### src/inc/ppp_pkg.sv
// Shared constants for the primary PCI port signalling block.
// Assumes a single PCI clock domain and a synchronous active-low reset.
//
// How it works
// - Sustained lines driven high one clock before release
// - Address sampled in first frame-asserted clock
// - Data valid while the driving ready is asserted
// - Command in address phase, byte enables after
// - Even parity across data, command and parity
// - Write parity checked one clock after ready
// - Read parity driven one clock after target ready
// - Parity released one clock after data lines
// - Frame deasserted marks final data phase
// - Asserted ready held until phase completes
package ppp_pkg;
    localparam int AD_W = 32;
    localparam int CBE_W = 4;
    localparam logic [31:0] AD_RST = 32'h0000_0000;
    localparam logic [3:0] CBE_RST = 4'h0;
    localparam logic [3:0] CMD_PARK = 4'h0;
    // Frame, both readies, grant and parity all idle high out of reset
    localparam logic [4:0] CTL_RST = 5'h1F;

    typedef enum logic [3:0] {
        PPP_IDLE = 4'b0001,
        PPP_ADDR = 4'b0010,
        PPP_DATA = 4'b0100,
        PPP_TURN = 4'b1000
    } ppp_state_t;
endpackage

### src/rtl/ppp_sync2.sv
// Two-flop synchroniser for pins that enter from the PCI bus.
// Assumes the pins are sampled on sys_clk; first flop feeds only the second.
`timescale 1ns/1ps
module ppp_sync2 #(
    parameter int W = 1,
    parameter logic [W-1:0] RST = '0
) (
    input wire logic sys_clk,
    input wire logic resetn,
    input wire logic [W-1:0] din,
    output logic [W-1:0] dout
);
    logic [W-1:0] meta_reg;
    logic [W-1:0] meta_next;
    logic [W-1:0] out_next;

    always_comb begin
        meta_next = din;
        out_next = meta_reg;
    end

    always_ff @(posedge sys_clk) begin
        if (!resetn) begin
            meta_reg <= RST;
            dout <= RST;
        end else begin
            meta_reg <= meta_next;
            dout <= out_next;
        end
    end
endmodule

### src/rtl/ppp_port.sv
// Primary PCI port signalling as the target side of the bridge.
// Assumes an external initiator; the bridge core supplies read data and
// decides when to assert target ready. Pins are synchronised by two flops.
`timescale 1ns/1ps
module ppp_port (
    input wire logic sys_clk,
    input wire logic resetn,
    input wire logic [31:0] ad_in,
    output logic [31:0] ad_out,
    output logic ad_oe,
    input wire logic [3:0] primary_cmd_byte_en_lines_in,
    output logic [3:0] primary_cmd_byte_en_lines_out,
    output logic primary_cmd_byte_en_lines_oe,
    input wire logic primary_parity_line_in,
    output logic primary_parity_line_out,
    output logic primary_parity_line_oe,
    input wire logic frame_n_in,
    input wire logic primary_initiator_ready_n_in,
    input wire logic primary_target_ready_n_in,
    output logic primary_target_ready_n_out,
    output logic primary_target_ready_n_oe,
    input wire logic grant_n,
    input wire logic core_claim,
    input wire logic core_ready,
    input wire logic [31:0] core_rd_data,
    output logic [31:0] addr_captured,
    output logic [3:0] cmd_captured,
    output logic addr_valid,
    output logic [31:0] wr_data,
    output logic [3:0] wr_byte_en,
    output logic xfer_done,
    output logic last_phase,
    output logic addr_par_err,
    output logic data_par_err
);
    // ------------------------------------------------------------
    // Pin synchronisers
    // ------------------------------------------------------------
    logic [31:0] ad_s;
    logic [3:0] cbe_s;
    logic [4:0] ctl_s;
    logic frame_s, irdy_s, trdy_s, gnt_s, par_s;

    ppp_sync2 #(.W(32), .RST(ppp_pkg::AD_RST)) u_ad (
        .sys_clk(sys_clk), .resetn(resetn), .din(ad_in), .dout(ad_s));
    ppp_sync2 #(.W(4), .RST(ppp_pkg::CBE_RST)) u_cbe (
        .sys_clk(sys_clk), .resetn(resetn),
        .din(primary_cmd_byte_en_lines_in), .dout(cbe_s));
    ppp_sync2 #(.W(5), .RST(ppp_pkg::CTL_RST)) u_ctl (
        .sys_clk(sys_clk), .resetn(resetn),
        .din({frame_n_in, primary_initiator_ready_n_in, primary_target_ready_n_in,
              grant_n, primary_parity_line_in}),
        .dout(ctl_s));
    assign frame_s = ctl_s[4];
    assign irdy_s = ctl_s[3];
    assign trdy_s = ctl_s[2];
    assign gnt_s = ctl_s[1];
    assign par_s = ctl_s[0];

    // ------------------------------------------------------------
    // Phase tracking and driving state
    // ------------------------------------------------------------
    ppp_pkg::ppp_state_t st_reg, st_next;
    logic frame_d_reg, frame_d_next;
    logic is_read_reg, is_read_next;
    logic chk_a_reg, chk_a_next, chk_w_reg, chk_w_next;
    logic [31:0] ad_out_next, addr_next, wr_data_next;
    logic [3:0] cbe_out_next, cmd_next, be_next;
    logic ad_oe_next, cbe_oe_next, par_oe_next, par_out_next;
    logic trdy_out_next, trdy_oe_next;
    logic avalid_next, done_next, last_next, aerr_next, derr_next;
    logic [36:0] chk_word_reg, chk_word_next;
    logic [3:0] par_cbe;
    logic parked;
    logic fire;

    assign parked = (st_reg == ppp_pkg::PPP_IDLE) && frame_s && irdy_s && !gnt_s;
    assign fire = !irdy_s && !trdy_s;

    always_comb begin
        st_next = st_reg;
        frame_d_next = frame_s;
        is_read_next = is_read_reg;
        addr_next = addr_captured;
        cmd_next = cmd_captured;
        wr_data_next = wr_data;
        be_next = wr_byte_en;
        avalid_next = 1'b0;
        done_next = 1'b0;
        last_next = 1'b0;
        chk_a_next = 1'b0;
        chk_w_next = 1'b0;
        chk_word_next = chk_word_reg;
        aerr_next = 1'b0;
        derr_next = 1'b0;
        ad_out_next = ad_out;
        cbe_out_next = primary_cmd_byte_en_lines_out;
        ad_oe_next = 1'b0;
        cbe_oe_next = 1'b0;
        // Parity follows data by one clock, so its enable lags too
        par_oe_next = ad_oe;
        // On reads the byte enables come from the initiator, so cover its copy
        par_cbe = primary_cmd_byte_en_lines_oe ? primary_cmd_byte_en_lines_out : cbe_s;
        par_out_next = ^{ad_out, par_cbe};
        trdy_out_next = 1'b1;
        trdy_oe_next = 1'b0;
        // Parity sampled the clock after the address or write word
        if (chk_a_reg)
            aerr_next = ^{chk_word_reg[35:0], par_s};
        if (chk_w_reg)
            derr_next = ^{chk_word_reg[35:0], par_s};
        case (st_reg)
            ppp_pkg::PPP_IDLE: begin
                if (parked) begin
                    // Park: drive stable levels so the lines never float
                    ad_oe_next = 1'b1;
                    cbe_oe_next = 1'b1;
                    ad_out_next = ppp_pkg::AD_RST;
                    cbe_out_next = ppp_pkg::CMD_PARK;
                end
                if (!frame_s && frame_d_reg) begin
                    addr_next = ad_s;
                    cmd_next = cbe_s;
                    is_read_next = !cbe_s[0];
                    chk_word_next = {1'b0, ad_s, cbe_s};
                    chk_a_next = 1'b1;
                    st_next = ppp_pkg::PPP_ADDR;
                end
            end
            ppp_pkg::PPP_ADDR: begin
                avalid_next = 1'b1;
                st_next = core_claim ? ppp_pkg::PPP_DATA : ppp_pkg::PPP_IDLE;
            end
            ppp_pkg::PPP_DATA: begin
                trdy_oe_next = 1'b1;
                ad_oe_next = is_read_reg;
                // Ready stays low once given, until the word moves
                trdy_out_next = !(core_ready || !primary_target_ready_n_out);
                if (is_read_reg && (core_ready && primary_target_ready_n_out))
                    ad_out_next = core_rd_data;
                if (fire) begin
                    // A word only moves with both readies low
                    done_next = 1'b1;
                    trdy_out_next = 1'b1;
                    if (!is_read_reg) begin
                        wr_data_next = ad_s;
                        be_next = cbe_s;
                        chk_word_next = {1'b0, ad_s, cbe_s};
                        chk_w_next = 1'b1;
                    end
                    if (frame_s) begin
                        last_next = 1'b1;
                        ad_oe_next = 1'b0;
                        st_next = ppp_pkg::PPP_TURN;
                    end
                end
            end
            ppp_pkg::PPP_TURN: begin
                // Ready was driven high at the final word; float it now
                trdy_out_next = 1'b1;
                st_next = ppp_pkg::PPP_IDLE;
            end
            default: st_next = ppp_pkg::PPP_IDLE;
        endcase
    end

    always_ff @(posedge sys_clk) begin
        if (!resetn) begin
            st_reg <= ppp_pkg::PPP_IDLE;
            frame_d_reg <= 1'b1;
            is_read_reg <= 1'b0;
            chk_a_reg <= 1'b0;
            chk_w_reg <= 1'b0;
            chk_word_reg <= '0;
            ad_out <= ppp_pkg::AD_RST;
            ad_oe <= 1'b0;
            primary_cmd_byte_en_lines_out <= ppp_pkg::CBE_RST;
            primary_cmd_byte_en_lines_oe <= 1'b0;
            primary_parity_line_out <= 1'b0;
            primary_parity_line_oe <= 1'b0;
            primary_target_ready_n_out <= 1'b1;
            primary_target_ready_n_oe <= 1'b0;
            addr_captured <= ppp_pkg::AD_RST;
            cmd_captured <= ppp_pkg::CBE_RST;
            addr_valid <= 1'b0;
            wr_data <= ppp_pkg::AD_RST;
            wr_byte_en <= ppp_pkg::CBE_RST;
            xfer_done <= 1'b0;
            last_phase <= 1'b0;
            addr_par_err <= 1'b0;
            data_par_err <= 1'b0;
        end else begin
            st_reg <= st_next;
            frame_d_reg <= frame_d_next;
            is_read_reg <= is_read_next;
            chk_a_reg <= chk_a_next;
            chk_w_reg <= chk_w_next;
            chk_word_reg <= chk_word_next;
            ad_out <= ad_out_next;
            ad_oe <= ad_oe_next;
            primary_cmd_byte_en_lines_out <= cbe_out_next;
            primary_cmd_byte_en_lines_oe <= cbe_oe_next;
            primary_parity_line_out <= par_out_next;
            primary_parity_line_oe <= par_oe_next;
            primary_target_ready_n_out <= trdy_out_next;
            primary_target_ready_n_oe <= trdy_oe_next;
            addr_captured <= addr_next;
            cmd_captured <= cmd_next;
            addr_valid <= avalid_next;
            wr_data <= wr_data_next;
            wr_byte_en <= be_next;
            xfer_done <= done_next;
            last_phase <= last_next;
            addr_par_err <= aerr_next;
            data_par_err <= derr_next;
        end
    end

    // ------------------------------------------------------------
    // Checks
    // ------------------------------------------------------------
    a_par_lags_ad: assert property (@(posedge sys_clk) disable iff (!resetn)
        $fell(ad_oe) |-> primary_parity_line_oe ##1 !primary_parity_line_oe)
        else $error("parity released with data lines");
    a_par_even: assert property (@(posedge sys_clk) disable iff (!resetn)
        primary_parity_line_oe && $past(ad_oe) |->
        ^{$past(ad_out), $past(par_cbe), primary_parity_line_out} == 1'b0)
        else $error("driven parity not even");
    a_trdy_high_release: assert property (@(posedge sys_clk) disable iff (!resetn)
        $fell(primary_target_ready_n_oe) |->
        $past(primary_target_ready_n_out) && !$past(primary_target_ready_n_out, 2))
        else $error("ready not high for exactly one clock before float");
    a_park_drive: assert property (@(posedge sys_clk) disable iff (!resetn)
        parked && st_reg == ppp_pkg::PPP_IDLE && !(!frame_s && frame_d_reg) |=> ad_oe)
        else $error("granted idle bus not driven");
    a_trdy_held: assert property (@(posedge sys_clk) disable iff (!resetn)
        st_reg == ppp_pkg::PPP_DATA && !primary_target_ready_n_out && !fire
        |=> !primary_target_ready_n_out)
        else $error("target ready dropped early");
    a_done_both: assert property (@(posedge sys_clk) disable iff (!resetn)
        xfer_done |-> $past(fire) && $past(st_reg == ppp_pkg::PPP_DATA))
        else $error("word moved without both readies");
    a_addr_sample: assert property (@(posedge sys_clk) disable iff (!resetn)
        st_reg == ppp_pkg::PPP_ADDR |-> addr_captured == $past(ad_s))
        else $error("address not sampled at frame start");
    a_apar_check: assert property (@(posedge sys_clk) disable iff (!resetn)
        $rose(addr_valid) |-> addr_par_err == ^{$past(addr_captured, 1),
        $past(cmd_captured, 1), $past(par_s)})
        else $error("address parity check wrong");
    a_last_frame: assert property (@(posedge sys_clk) disable iff (!resetn)
        last_phase |-> xfer_done && $past(frame_s))
        else $error("last phase flagged without a word");
    c_read: cover property (@(posedge sys_clk) xfer_done && is_read_reg);
    c_write: cover property (@(posedge sys_clk) xfer_done && !is_read_reg);
    c_park: cover property (@(posedge sys_clk) parked ##1 ad_oe);
    c_last: cover property (@(posedge sys_clk) last_phase);
endmodule

### config.mk
export PLATFORM = sky130hd
export DESIGN_NAME = ppp_port
export DESIGN_NICKNAME = d
export VERILOG_FILES = /design/src/inc/ppp_pkg.sv /design/src/rtl/ppp_sync2.sv /design/src/rtl/ppp_port.sv
export SDC_FILE = /design/constraint.sdc
export NUM_CORES = 1
export LEC_CHECK = 0
export BUFFER_PORTS_ARGS = -buffer_cell sky130_fd_sc_hd__buf_4
export CORE_MARGIN = 2
export CORE_UTILIZATION = 42
export CTS_BUF_LIST = sky130_fd_sc_hd__clkbuf_4 sky130_fd_sc_hd__clkbuf_8 sky130_fd_sc_hd__clkbuf_16
export CTS_CLUSTER_DIAMETER = 40
export CTS_CLUSTER_SIZE = 12
export DETAILED_ROUTE_END_ITERATION = 10
export PLACE_DENSITY = 0.72
export SETUP_SLACK_MARGIN = 0.5
export SYNTH_ARGS = -nofsm -noshare
export SYNTH_HDL_FRONTEND = slang
export SYNTH_SLANG_ARGS = --single-unit
### constraint.sdc
create_clock -name sys_clk -period 2.3 [get_ports sys_clk]
set_input_delay 0.23 -clock sys_clk [delete_from_list [all_inputs] [get_ports sys_clk]]
set_output_delay 0.23 -clock sys_clk [all_outputs]
set_load 0.02 [all_outputs]
==> impl_metrics.csv, run 1 <==
group,metric,value,unit
synth,synth_area,8690,um2
floorplanning,die_height,148,um
sta,rsz0062_at_grt,"yes",
grt,antenna_found_initial,0,
drt,drt_iter0_drc,302,
floorplanning,core-area,20300,um2
final_layout,area_delta_synth_final,45.7,%
synth,synth_area_per_cell,9.42,um2
clock_network,clock_path_buffers,3,
final_layout,final_area,12700,um2
sta,fmax,512,MHz
synth,yosysSeqAreaShare,55.5,%
placement,gp_congestion,0.763,
grt,grt_pass1_vias,6695,
pwr,powerDensity,783,nW/um2
drt,first_pass_iters,4,
critical_path,worstSetupEndpointType,"flop",
sta,period_share,84.9,%
grt,overflow,0,
clock_network,numCtsBuffers,34,
clock_network,cts_sinks,241,
hold_path,hp-class,"input port to flop",
clock_network,cts_tree,"built",
grt,track_usage,19.2,%
drt,ant_nets,0,
pwr,p_leak,4.98,nW
synth,synth.distinct_cells,31,
final_layout,nFillCells,1664,
critical_path,cp-start-kind,"flop",
drt,via_count,6903,
pwr,ir_drop,0.554,mV
sta,fin_setup_tns,0,ns
clock_network,htreeDepth,2,
placement,hpwlAfterDp,12600,um
flow_run,cap_violations,0,
final_layout,n_antenna_cell,0,
drt,drc,0,
sta,layout_min_cycle_time,1.95,ns
floorplanning,rows,52,
final_layout,nets,1264,
floorplanning,start_util,42.8,%
final_layout,drive_gt1_share,27.6,%
drt,drt-total-wl,21900,um
sta,setup_viol,0,
clock_network,cts_root_buf,"clkbuf_16",
critical_path,worstSetupPathType,"flop to flop",
placement,dpl-instance-area,10400,um2
floorplanning,die_area,21900,um2
grt,grt_pass1_wl,34000,um
critical_path,arrival,2.35,ns
pwr,finalPower,9.91,mW
outcome,status,"completed",
sta,slew_headroom,46.6,%
drt,viasPerCell,4.66,
sta,hold_violations,0,
critical_path,cp_max_fo,32,
synth,syn_inst,922,
sta,fin_skew,0.0137,ns
final_layout,largest_reg_flops,36,
synth,yosys_warnings,0,
sta,slew_viol_final,0,
sta,worstMarginPinSlew,0.799,ns
floorplanning,die_w,148,um
placement,port-buffer-count,191,
floorplanning,ioPinCount,196,
critical_path,required,2.70,ns
drt,routedWlPerCell,14.8,um
clock_network,cts.clk_slew.worst_paths,0.06,ns
clock_network,clkLatencyLatePin,0.49,ns
synth,ys_ff_latch,241,
grt,grt_max_degree,87,
layout make-up:
type                       instances  area [um2]  share of cell area [%]
timing repair buffer             285        2470                    19.5
multi-input combinational        622        3890                    30.7
inverter                           3        11.3                  0.0890
sequential                       241        4830                    38.2
clock inverter                    20         191                    1.51
tap                              270         338                    2.67
clock buffer                      39         925                    7.31
critical path, cell delays in order (launching register included):
cell	delay, ns
dfxtp_1	0.35
nor4b_4	0.38
buf_4	0.22
buf_4	0.45
nand3_1	0.19
a21boi_0	0.24
layer usage:
| layer | vias up | GRT usage (%) | share of wire (%) |
|---|---|---|---|
| met5 | - | 0 | 0 |
| li1 | 3483 | - | - |
| met2 | 174 | 34.2 | 51 |
| met1 | 3216 | 23.7 | 42 |
| met3 | 30 | 4.10 | 5.1 |
| met4 | 0 | 5.05 | 1.5 |
placed cells by master, fill, tap and decap left out, drive strengths merged, types with 2 or more instances in the layout:
cell / n
nand2: 260
dfxtp: 241
buf: 219
a21boi: 140
and2: 79
dlygate4sd3: 66
xnor2: 58
clkbuf: 39
nand3: 32
nand2b: 11
xor2: 9
clkinv: 8
nor2: 7
inv: 7
clkinvlp: 6
conb: 4
a21oi: 3
nor3: 3
nor2b: 2
o21ai: 2
xnor3: 2
bufinv: 2
nor4b: 2
power breakdown:
part	total, mW	leakage [nW]	switching [mW]	internal (mW)
clock	5.00	0.537	1.87	3.14
combinational	0.589	2.48	0.251	0.338
sequential	4.32	1.96	0.0490	4.27
what timing repair did:
action                                  CTS  global route
buffers inserted                          4             3
hold buffers                             65             1
cloned                                    4             1
resized for setup                        28            65
endpoints found under the setup margin  105           124
pin swaps                                19            40
endpoints found under the hold margin    65             1
worst paths after layout:
path	from	end	slack [ns]	depth (start not counted)
setup / recovery	st_reg[3]	ad_out[11]	0.35	5
hold / removal	core_rd_data[28]	ad_out[28]	0.01	3
setup reg to reg	st_reg[3]	ad_out[11]	0.35	5
hold reg to reg	u_ctl.meta_reg[3]	u_ctl.dout[3]	0.41	1
stage by stage:
step | instances | setup WS, ns | hold WS (ns) | util [%]
after detailed placement | 1343 | 0.298 | 0.397 | 51.1
after global placement | 1343 | 0.331 | 0.389 | 51.1
final | 1480 | 0.347 | 0.00983 | 62.4
after global routing | 1480 | 0.255 | -0.00184 | 62.4
after floorplan | 925 | 0.488 | 0.331 | -
after CTS | 1475 | 0.384 | 0.00132 | 60.9
Yosys cell counts:
cell type / count / area share [%]
a21boi_0: 110 / 9.5
a21boi_1: 30 / 2.6
a21oi_1: 3 / 0.17
a31o_2: 1 / 0.10
a31oi_1: 1 / 0.072
a41o_2: 1 / 0.13
a41oi_1: 1 / 0.10
and2_1: 79 / 5.7
and3_1: 1 / 0.072
buf_2: 8 / 0.46
buf_4: 8 / 0.69
buf_6: 3 / 0.39
clkbuf_1: 42 / 1.8
conb_1: 1 / 0.043
dfxtp_1: 241 / 56
inv_1: 3 / 0.13
nand2_1: 257 / 11
nand2_8: 1 / 0.23
nand2b_1: 11 / 0.79
nand3_1: 32 / 1.8
nor2_1: 7 / 0.30
nor2b_1: 2 / 0.14
nor3_1: 3 / 0.17
nor3b_1: 1 / 0.086
nor4b_1: 2 / 0.20
o21ai_0: 2 / 0.12
or3b_1: 1 / 0.10
or4b_4: 1 / 0.16
xnor2_1: 58 / 5.8
xnor3_1: 2 / 0.52
xor2_1: 9 / 0.91
kinds of logic after synthesis:
| group | Yosys count | share of synthesized area [%] |
|---|---|---|
| AND/OR/NAND/NOR | 398 | 20.9 |
| flip-flops | 241 | 55.5 |
| AO/OA/AOI/OAI | 149 | 12.8 |
| XOR/XNOR | 69 | 7.27 |
| buffers and inverters | 64 | 3.48 |
| other | 1 | 0.0432 |
(Power assumes the default switching activity.)
==> inputs of run 2 (changes only) <==
--- a/config.mk
+++ b/config.mk
@@ -12,7 +12,7 @@
 export CTS_CLUSTER_DIAMETER = 40
 export CTS_CLUSTER_SIZE = 12
 export DETAILED_ROUTE_END_ITERATION = 10
-export PLACE_DENSITY = 0.72
+export PLACE_DENSITY = 0.74
 export SETUP_SLACK_MARGIN = 0.5
 export SYNTH_ARGS = -nofsm -noshare
 export SYNTH_HDL_FRONTEND = slang
==> constraint.sdc (replaced) <==
create_clock -name sys_clk -period 1.6 [get_ports sys_clk]
set_input_delay 0.16 -clock sys_clk [delete_from_list [all_inputs] [get_ports sys_clk]]
set_output_delay 0.16 -clock sys_clk [all_outputs]
set_load 0.02 [all_outputs]
==> impl_metrics.csv, run 2 (same netlist as run 1, synthesis figures left out) <==
group,metric,value,unit
floorplanning,ioPinCount,196,
drt,drt-met1-wl,10600,um
final_layout,nFillCells,1503,
sta,fin_skew,0.0183,ns
sta,setup_viol,147,
pwr,finalPower,13.7,mW
final_layout,fin_util,67.0,%
sta,worst_slack,-0.395,ns
clock_network,cts_sinks,241,
drt,wl_met2,13100,um
drt,drt_iter0_drc,370,
floorplanning,core-area,20300,um2
critical_path,timing.reg2reg.worst_path_depth,8,
placement,port-buffer-count,191,
final_layout,final_area,13600,um2
floorplanning,start_util,42.8,%
final_layout,nets,1332,
hold_path,hp-class,"input port to flop",
critical_path,required,2.05,ns
final_layout,final_common_cell,"nand2_1",
clock_network,clock_path_buffers,3,
final_layout,final_cell_mix,"232 x nand2_1, 229 x dfxtp_1, 218 x buf_4",
placement,gp_congestion,0.778,
critical_path,worstSetupEndpointType,"flop",
sta,period_share,125,%
sta,slew_viol_final,0,
outcome,status,"finished with violations",
placement,place_ws,-0.360,ns
drt,drt-total-wl,25800,um
floorplanning,die_height,148,um
drt,via_count,7490,
final_layout,area_delta_synth_final,56.6,%
final_layout,seq_area,4840,um2
drt,first_pass_iters,4,
grt,track_usage,21.8,%
critical_path,r2r-end,"ad_out[26]",
pwr,p_leak,5.46,nW
critical_path,arrival,2.44,ns
grt,grt_pass1_wl,38500,um
critical_path,cp_max_fo,8,
clock_network,htreeDepth,1,
final_layout,largest_reg_flops,36,
sta,fmax,501,MHz
sta,fin_setup_tns,-30.31,ns
pwr,ir_drop,0.741,mV
grt,grt_pass1_vias,7479,
critical_path,reg2reg_slack,-0.40,ns
pwr,powerDensity,1010,nW/um2
floorplanning,die_area,21900,um2
sta,rsz0062_at_grt,"yes",
critical_path,endpoint,"ad_out[26]",
drt,routedWlPerCell,16.7,um
clock_network,cts_root_buf,"clkbuf_16",
grt,overflow,0,
clock_network,cts_tree,"built",
drt,drc,0,
outcome,violations,"setup timing",
placement,dpl-instance-area,10700,um2
critical_path,rr_startpoint,"st_reg[2]",
placement,hpwlAfterDp,13300,um
floorplanning,die_w,148,um
grt,grt_max_degree,72,
clock_network,numCtsBuffers,29,
final_layout,drive_gt1_share,32.5,%
flow_run,cap_violations,0,
drt,top_layer,"met4",
critical_path,crit_start,"st_reg[2]",
clock_network,cts.clk_slew.worst_paths,0.06,ns
grt,antenna_found_initial,1,
final_layout,multiInputGateArea,4040,um2
clock_network,clkLatencyLatePin,0.54,ns
drt,viasPerCell,4.85,
floorplanning,rows,52,
drt,met3WireLength,1300,um
critical_path,cp-start-kind,"flop",
sta,layout_min_cycle_time,2.00,ns
sta,hold_violations,0,
critical_path,worstSetupPathType,"flop to flop",
drt,ant_nets,0,
## run 2: layer usage
metal / GRT usage [%] / vias to the layer above
met5: 0 / -
met4: 7.14 / 0
met3: 4.17 / 66
met2: 38.7 / 229
met1: 26.5 / 3560
li1: - / 3635
## run 2: timing repair
item | in CTS | in global routing
gates resized for setup | 128 | 101
hold buffers | 76 | 0
endpoints found under the setup margin | 271 | 272
gates cloned | 17 | 6
endpoints found under the hold margin | 77 | 0
setup buffers | 17 | 8
pin swaps | 31 | 58
## run 2: power breakdown
part / leakage, nW / total (mW) / switching, mW / internal (mW)
Clock: 0.477 / 6.58 / 2.54 / 4.04
Combinational: 3.02 / 0.942 / 0.399 / 0.543
Sequential: 1.97 / 6.21 / 0.0765 / 6.13
## run 2: worst min path at each step
stage,from,end,cells past startpoint
3_5_place_dp,primary_target_ready_n_in,u_ctl.meta_reg[2],2
5_1_grt,resetn,wr_data[21],2
6_report,resetn,wr_data[21],2
2_1_floorplan,primary_parity_line_in,u_ctl.meta_reg[0],1
4_1_cts,resetn,wr_data[21],2
3_3_place_gp,grant_n,u_ctl.meta_reg[1],2
## run 2: critical path: stages (launching register included)
cell and delay [ns]:
dfxtp_2 0.32, or4b_4 0.56, nor3_2 0.14, buf_4 0.14, a41o_4 0.14, buf_6 0.12, buf_16 0.12, nand3_1 0.11
a21boi_1 0.24
## run 2: final cells by class
class	instances	share of cell area (%)
sequential	241	35.6
multi-input combinational	629	29.7
timing repair buffer	351	25.0
clock buffer	36	5.90
tap	270	2.48
clock inverter	14	1.25
inverter	3	0.0828
antenna	1	0.0184
## run 2: per-stage QoR
stage / std cells / hold slack [ns]
6_report: 1545 / 0.0705
4_1_cts: 1530 / 0.0504
2_1_floorplan: 925 / 0.261
3_3_place_gp: 1370 / 0.344
5_1_grt: 1545 / 0.0710
3_5_place_dp: 1370 / 0.349
==> inputs of run 3 (changes only) <==
--- a/config.mk
+++ b/config.mk
@@ -6,13 +6,15 @@
 export NUM_CORES = 1
 export LEC_CHECK = 0
 export BUFFER_PORTS_ARGS = -buffer_cell sky130_fd_sc_hd__buf_4
+export CELL_PAD_IN_SITES_DETAIL_PLACEMENT = 1
+export CELL_PAD_IN_SITES_GLOBAL_PLACEMENT = 1
 export CORE_MARGIN = 2
-export CORE_UTILIZATION = 42
+export CORE_UTILIZATION = 40
 export CTS_BUF_LIST = sky130_fd_sc_hd__clkbuf_4 sky130_fd_sc_hd__clkbuf_8 sky130_fd_sc_hd__clkbuf_16
 export CTS_CLUSTER_DIAMETER = 40
 export CTS_CLUSTER_SIZE = 12
 export DETAILED_ROUTE_END_ITERATION = 10
-export PLACE_DENSITY = 0.74
+export PLACE_DENSITY = 0.85
 export SETUP_SLACK_MARGIN = 0.5
 export SYNTH_ARGS = -nofsm -noshare
 export SYNTH_HDL_FRONTEND = slang
==> constraint.sdc (replaced) <==
create_clock -name sys_clk -period 2.3 [get_ports sys_clk]
set_input_delay 0.23 -clock sys_clk [delete_from_list [all_inputs] [get_ports sys_clk]]
set_output_delay 0.23 -clock sys_clk [all_outputs]
set_load 0.02 [all_outputs]
==> impl_metrics.csv, run 3 (same netlist as run 1, synthesis figures left out) <==
group,metric,value,unit
sta,layout_min_cycle_time,2.10,ns
final_layout,area_delta_synth_final,59.6,%
critical_path,crit_start,"st_reg[2]",
critical_path,worstSetupPathType,"flop to flop",
grt,grtUsageMet1,30.1,%
drt,viasPerCell,5.27,
critical_path,required,2.72,ns
clock_network,cts_sinks,241,
placement,place_inst,1347,
placement,place_ws,0.237,ns
final_layout,nFillCells,2133,
final_layout,seq_area,4840,um2
drt,ant_nets,0,
grt,grt_pass1_wl,47800,um
clock_network,numCtsBuffers,35,
placement,hpwlAfterDp,15000,um
critical_path,r2r-end,"addr_captured[31]",
final_layout,largest_reg_flops,36,
drt,routedWlPerCell,24.8,um
final_layout,final_cells,1513,
clock_network,cts.clk_slew.worst_paths,0.06,ns
hold_path,hp-class,"input port to flop",
flow_run,cap_violations,0,
drt,drt_iter0_drc,465,
final_layout,fin_util,65.6,%
clock_network,clkLatencyLatePin,0.52,ns
sta,worst_slack,0.196,ns
grt,track_usage,27.4,%
clock_network,cts_root_buf,"clkbuf_16",
pwr,p_leak,5.57,nW
critical_path,arrival,2.52,ns
sta,fmax,475,MHz
grt,met2_usage,51.1,%
sta,worstMarginPinSlew,0.595,ns
hold_path,hold_depth,3,
final_layout,nets,1289,
clock_network,htreeDepth,2,
grt,grt_max_degree,85,
floorplanning,ioPinCount,196,
sta,slew_viol_final,0,
grt,antenna_found_initial,0,
final_layout,n_antenna_cell,0,
drt,first_pass_iters,5,
drt,via_count,7974,
final_layout,final_common_cell,"dfxtp_1",
floorplanning,die_area,22900,um2
pwr,ir_drop,0.625,mV
sta,hold_slack,-0.000254,ns
critical_path,cp_max_fo,7,
hold_path,min_to,"ad_out[25]",
drt,drt-total-wl,37500,um
grt,overflow,0,
outcome,violations,"hold timing",
sta,slew_headroom,60.1,%
critical_path,worstSetupEndpointType,"flop",
floorplanning,core-area,21200,um2
sta,period_share,91.5,%
sta,hold_violations,1,
drt,drc,0,
final_layout,multiInputGateArea,4540,um2
clock_network,cts_tree,"built",
sta,fin_skew,0.0291,ns
floorplanning,start_util,41.1,%
pwr,powerDensity,784,nW/um2
sta,rsz0062_at_grt,"yes",
placement,gp_congestion,0.733,
grt,met3_usage,4.52,%
grt,grt_pass1_vias,8653,
critical_path,timing.reg2reg.worst_path_depth,8,
floorplanning,rows,53,
critical_path,cp-start-kind,"flop",
placement,port-buffer-count,191,
floorplanning,die_w,151,um
sta,fin_setup_tns,0,ns
final_layout,final_cell_mix,"230 x dfxtp_1, 200 x nand2_1, 200 x buf_4",
sta,setup_viol,0,
grt,busiest_layer,"met2",
critical_path,reg2reg_slack,0.20,ns
critical_path,rr_startpoint,"st_reg[2]",
hold_path,hp-start,"core_rd_data[25]",
floorplanning,die_height,151,um
outcome,status,"finished with violations",
final_layout,drive_gt1_share,39.0,%
clock_network,clock_path_buffers,3,
-- run 3: worst max path at each step --
stage,to,cells after the start
6_report,addr_captured[31],8
5_1_grt,cmd_captured[2],7
4_1_cts,chk_word_reg[35],6
3_5_place_dp,chk_word_reg[4],5
3_3_place_gp,chk_word_reg[3],5
2_1_floorplan,chk_word_reg[13],7
-- run 3: layer usage --
metal / wire, um / part of all wire (%) / up-vias
met5: 0 / 0 / -
met4: 2010 / 5.3 / 0
met3: 1760 / 4.7 / 125
met2: 19500 / 52 / 330
met1: 14300 / 38 / 3965
li1: - / - / 3554
-- run 3: layout make-up --
type / count / share of cell area, %
clock buffers: 46 / 7.22
multi-input cells: 628 / 32.7
repair buffers: 303 / 20.9
clock inverters: 17 / 1.71
well taps: 275 / 2.48
flip-flops and latches: 241 / 34.9
inverters: 3 / 0.0812
-- run 3: metrics by stage --
stage	instance area, um2	total power, mW
3_3_place_gp	10400	4.83
5_1_grt	13900	11.1
6_report	13900	10.9
3_5_place_dp	10400	4.84
4_1_cts	13000	10.6
2_1_floorplan	8710	4.65
-- run 3: power breakdown --
group          switching (mW)  internal [mW]  total (mW)
clock                    2.11           3.65        5.76
sequential             0.0776           4.26        4.34
combinational           0.356          0.410       0.766
total                    2.55           8.32        10.9
-- run 3: critical path, stage by stage (launching register included) --
cell	delay, ns
dfxtp_2	0.33
or4b_4	0.59
buf_6	0.15
nor3b_4	0.23
buf_6	0.21
buf_12	0.12
buf_16	0.14
nand2_1	0.06
a21boi_1	0.19
-- run 3: what timing repair did --
action / 4_1_cts / 5_1_grt
hold buffers: 64 / 1
pin swaps: 119 / 64
endpoints found under the hold margin: 64 / 1
gates resized for setup: 170 / 150
endpoints found under the setup margin: 105 / 146
buffers inserted: 10 / 6
cloned: 13 / 9
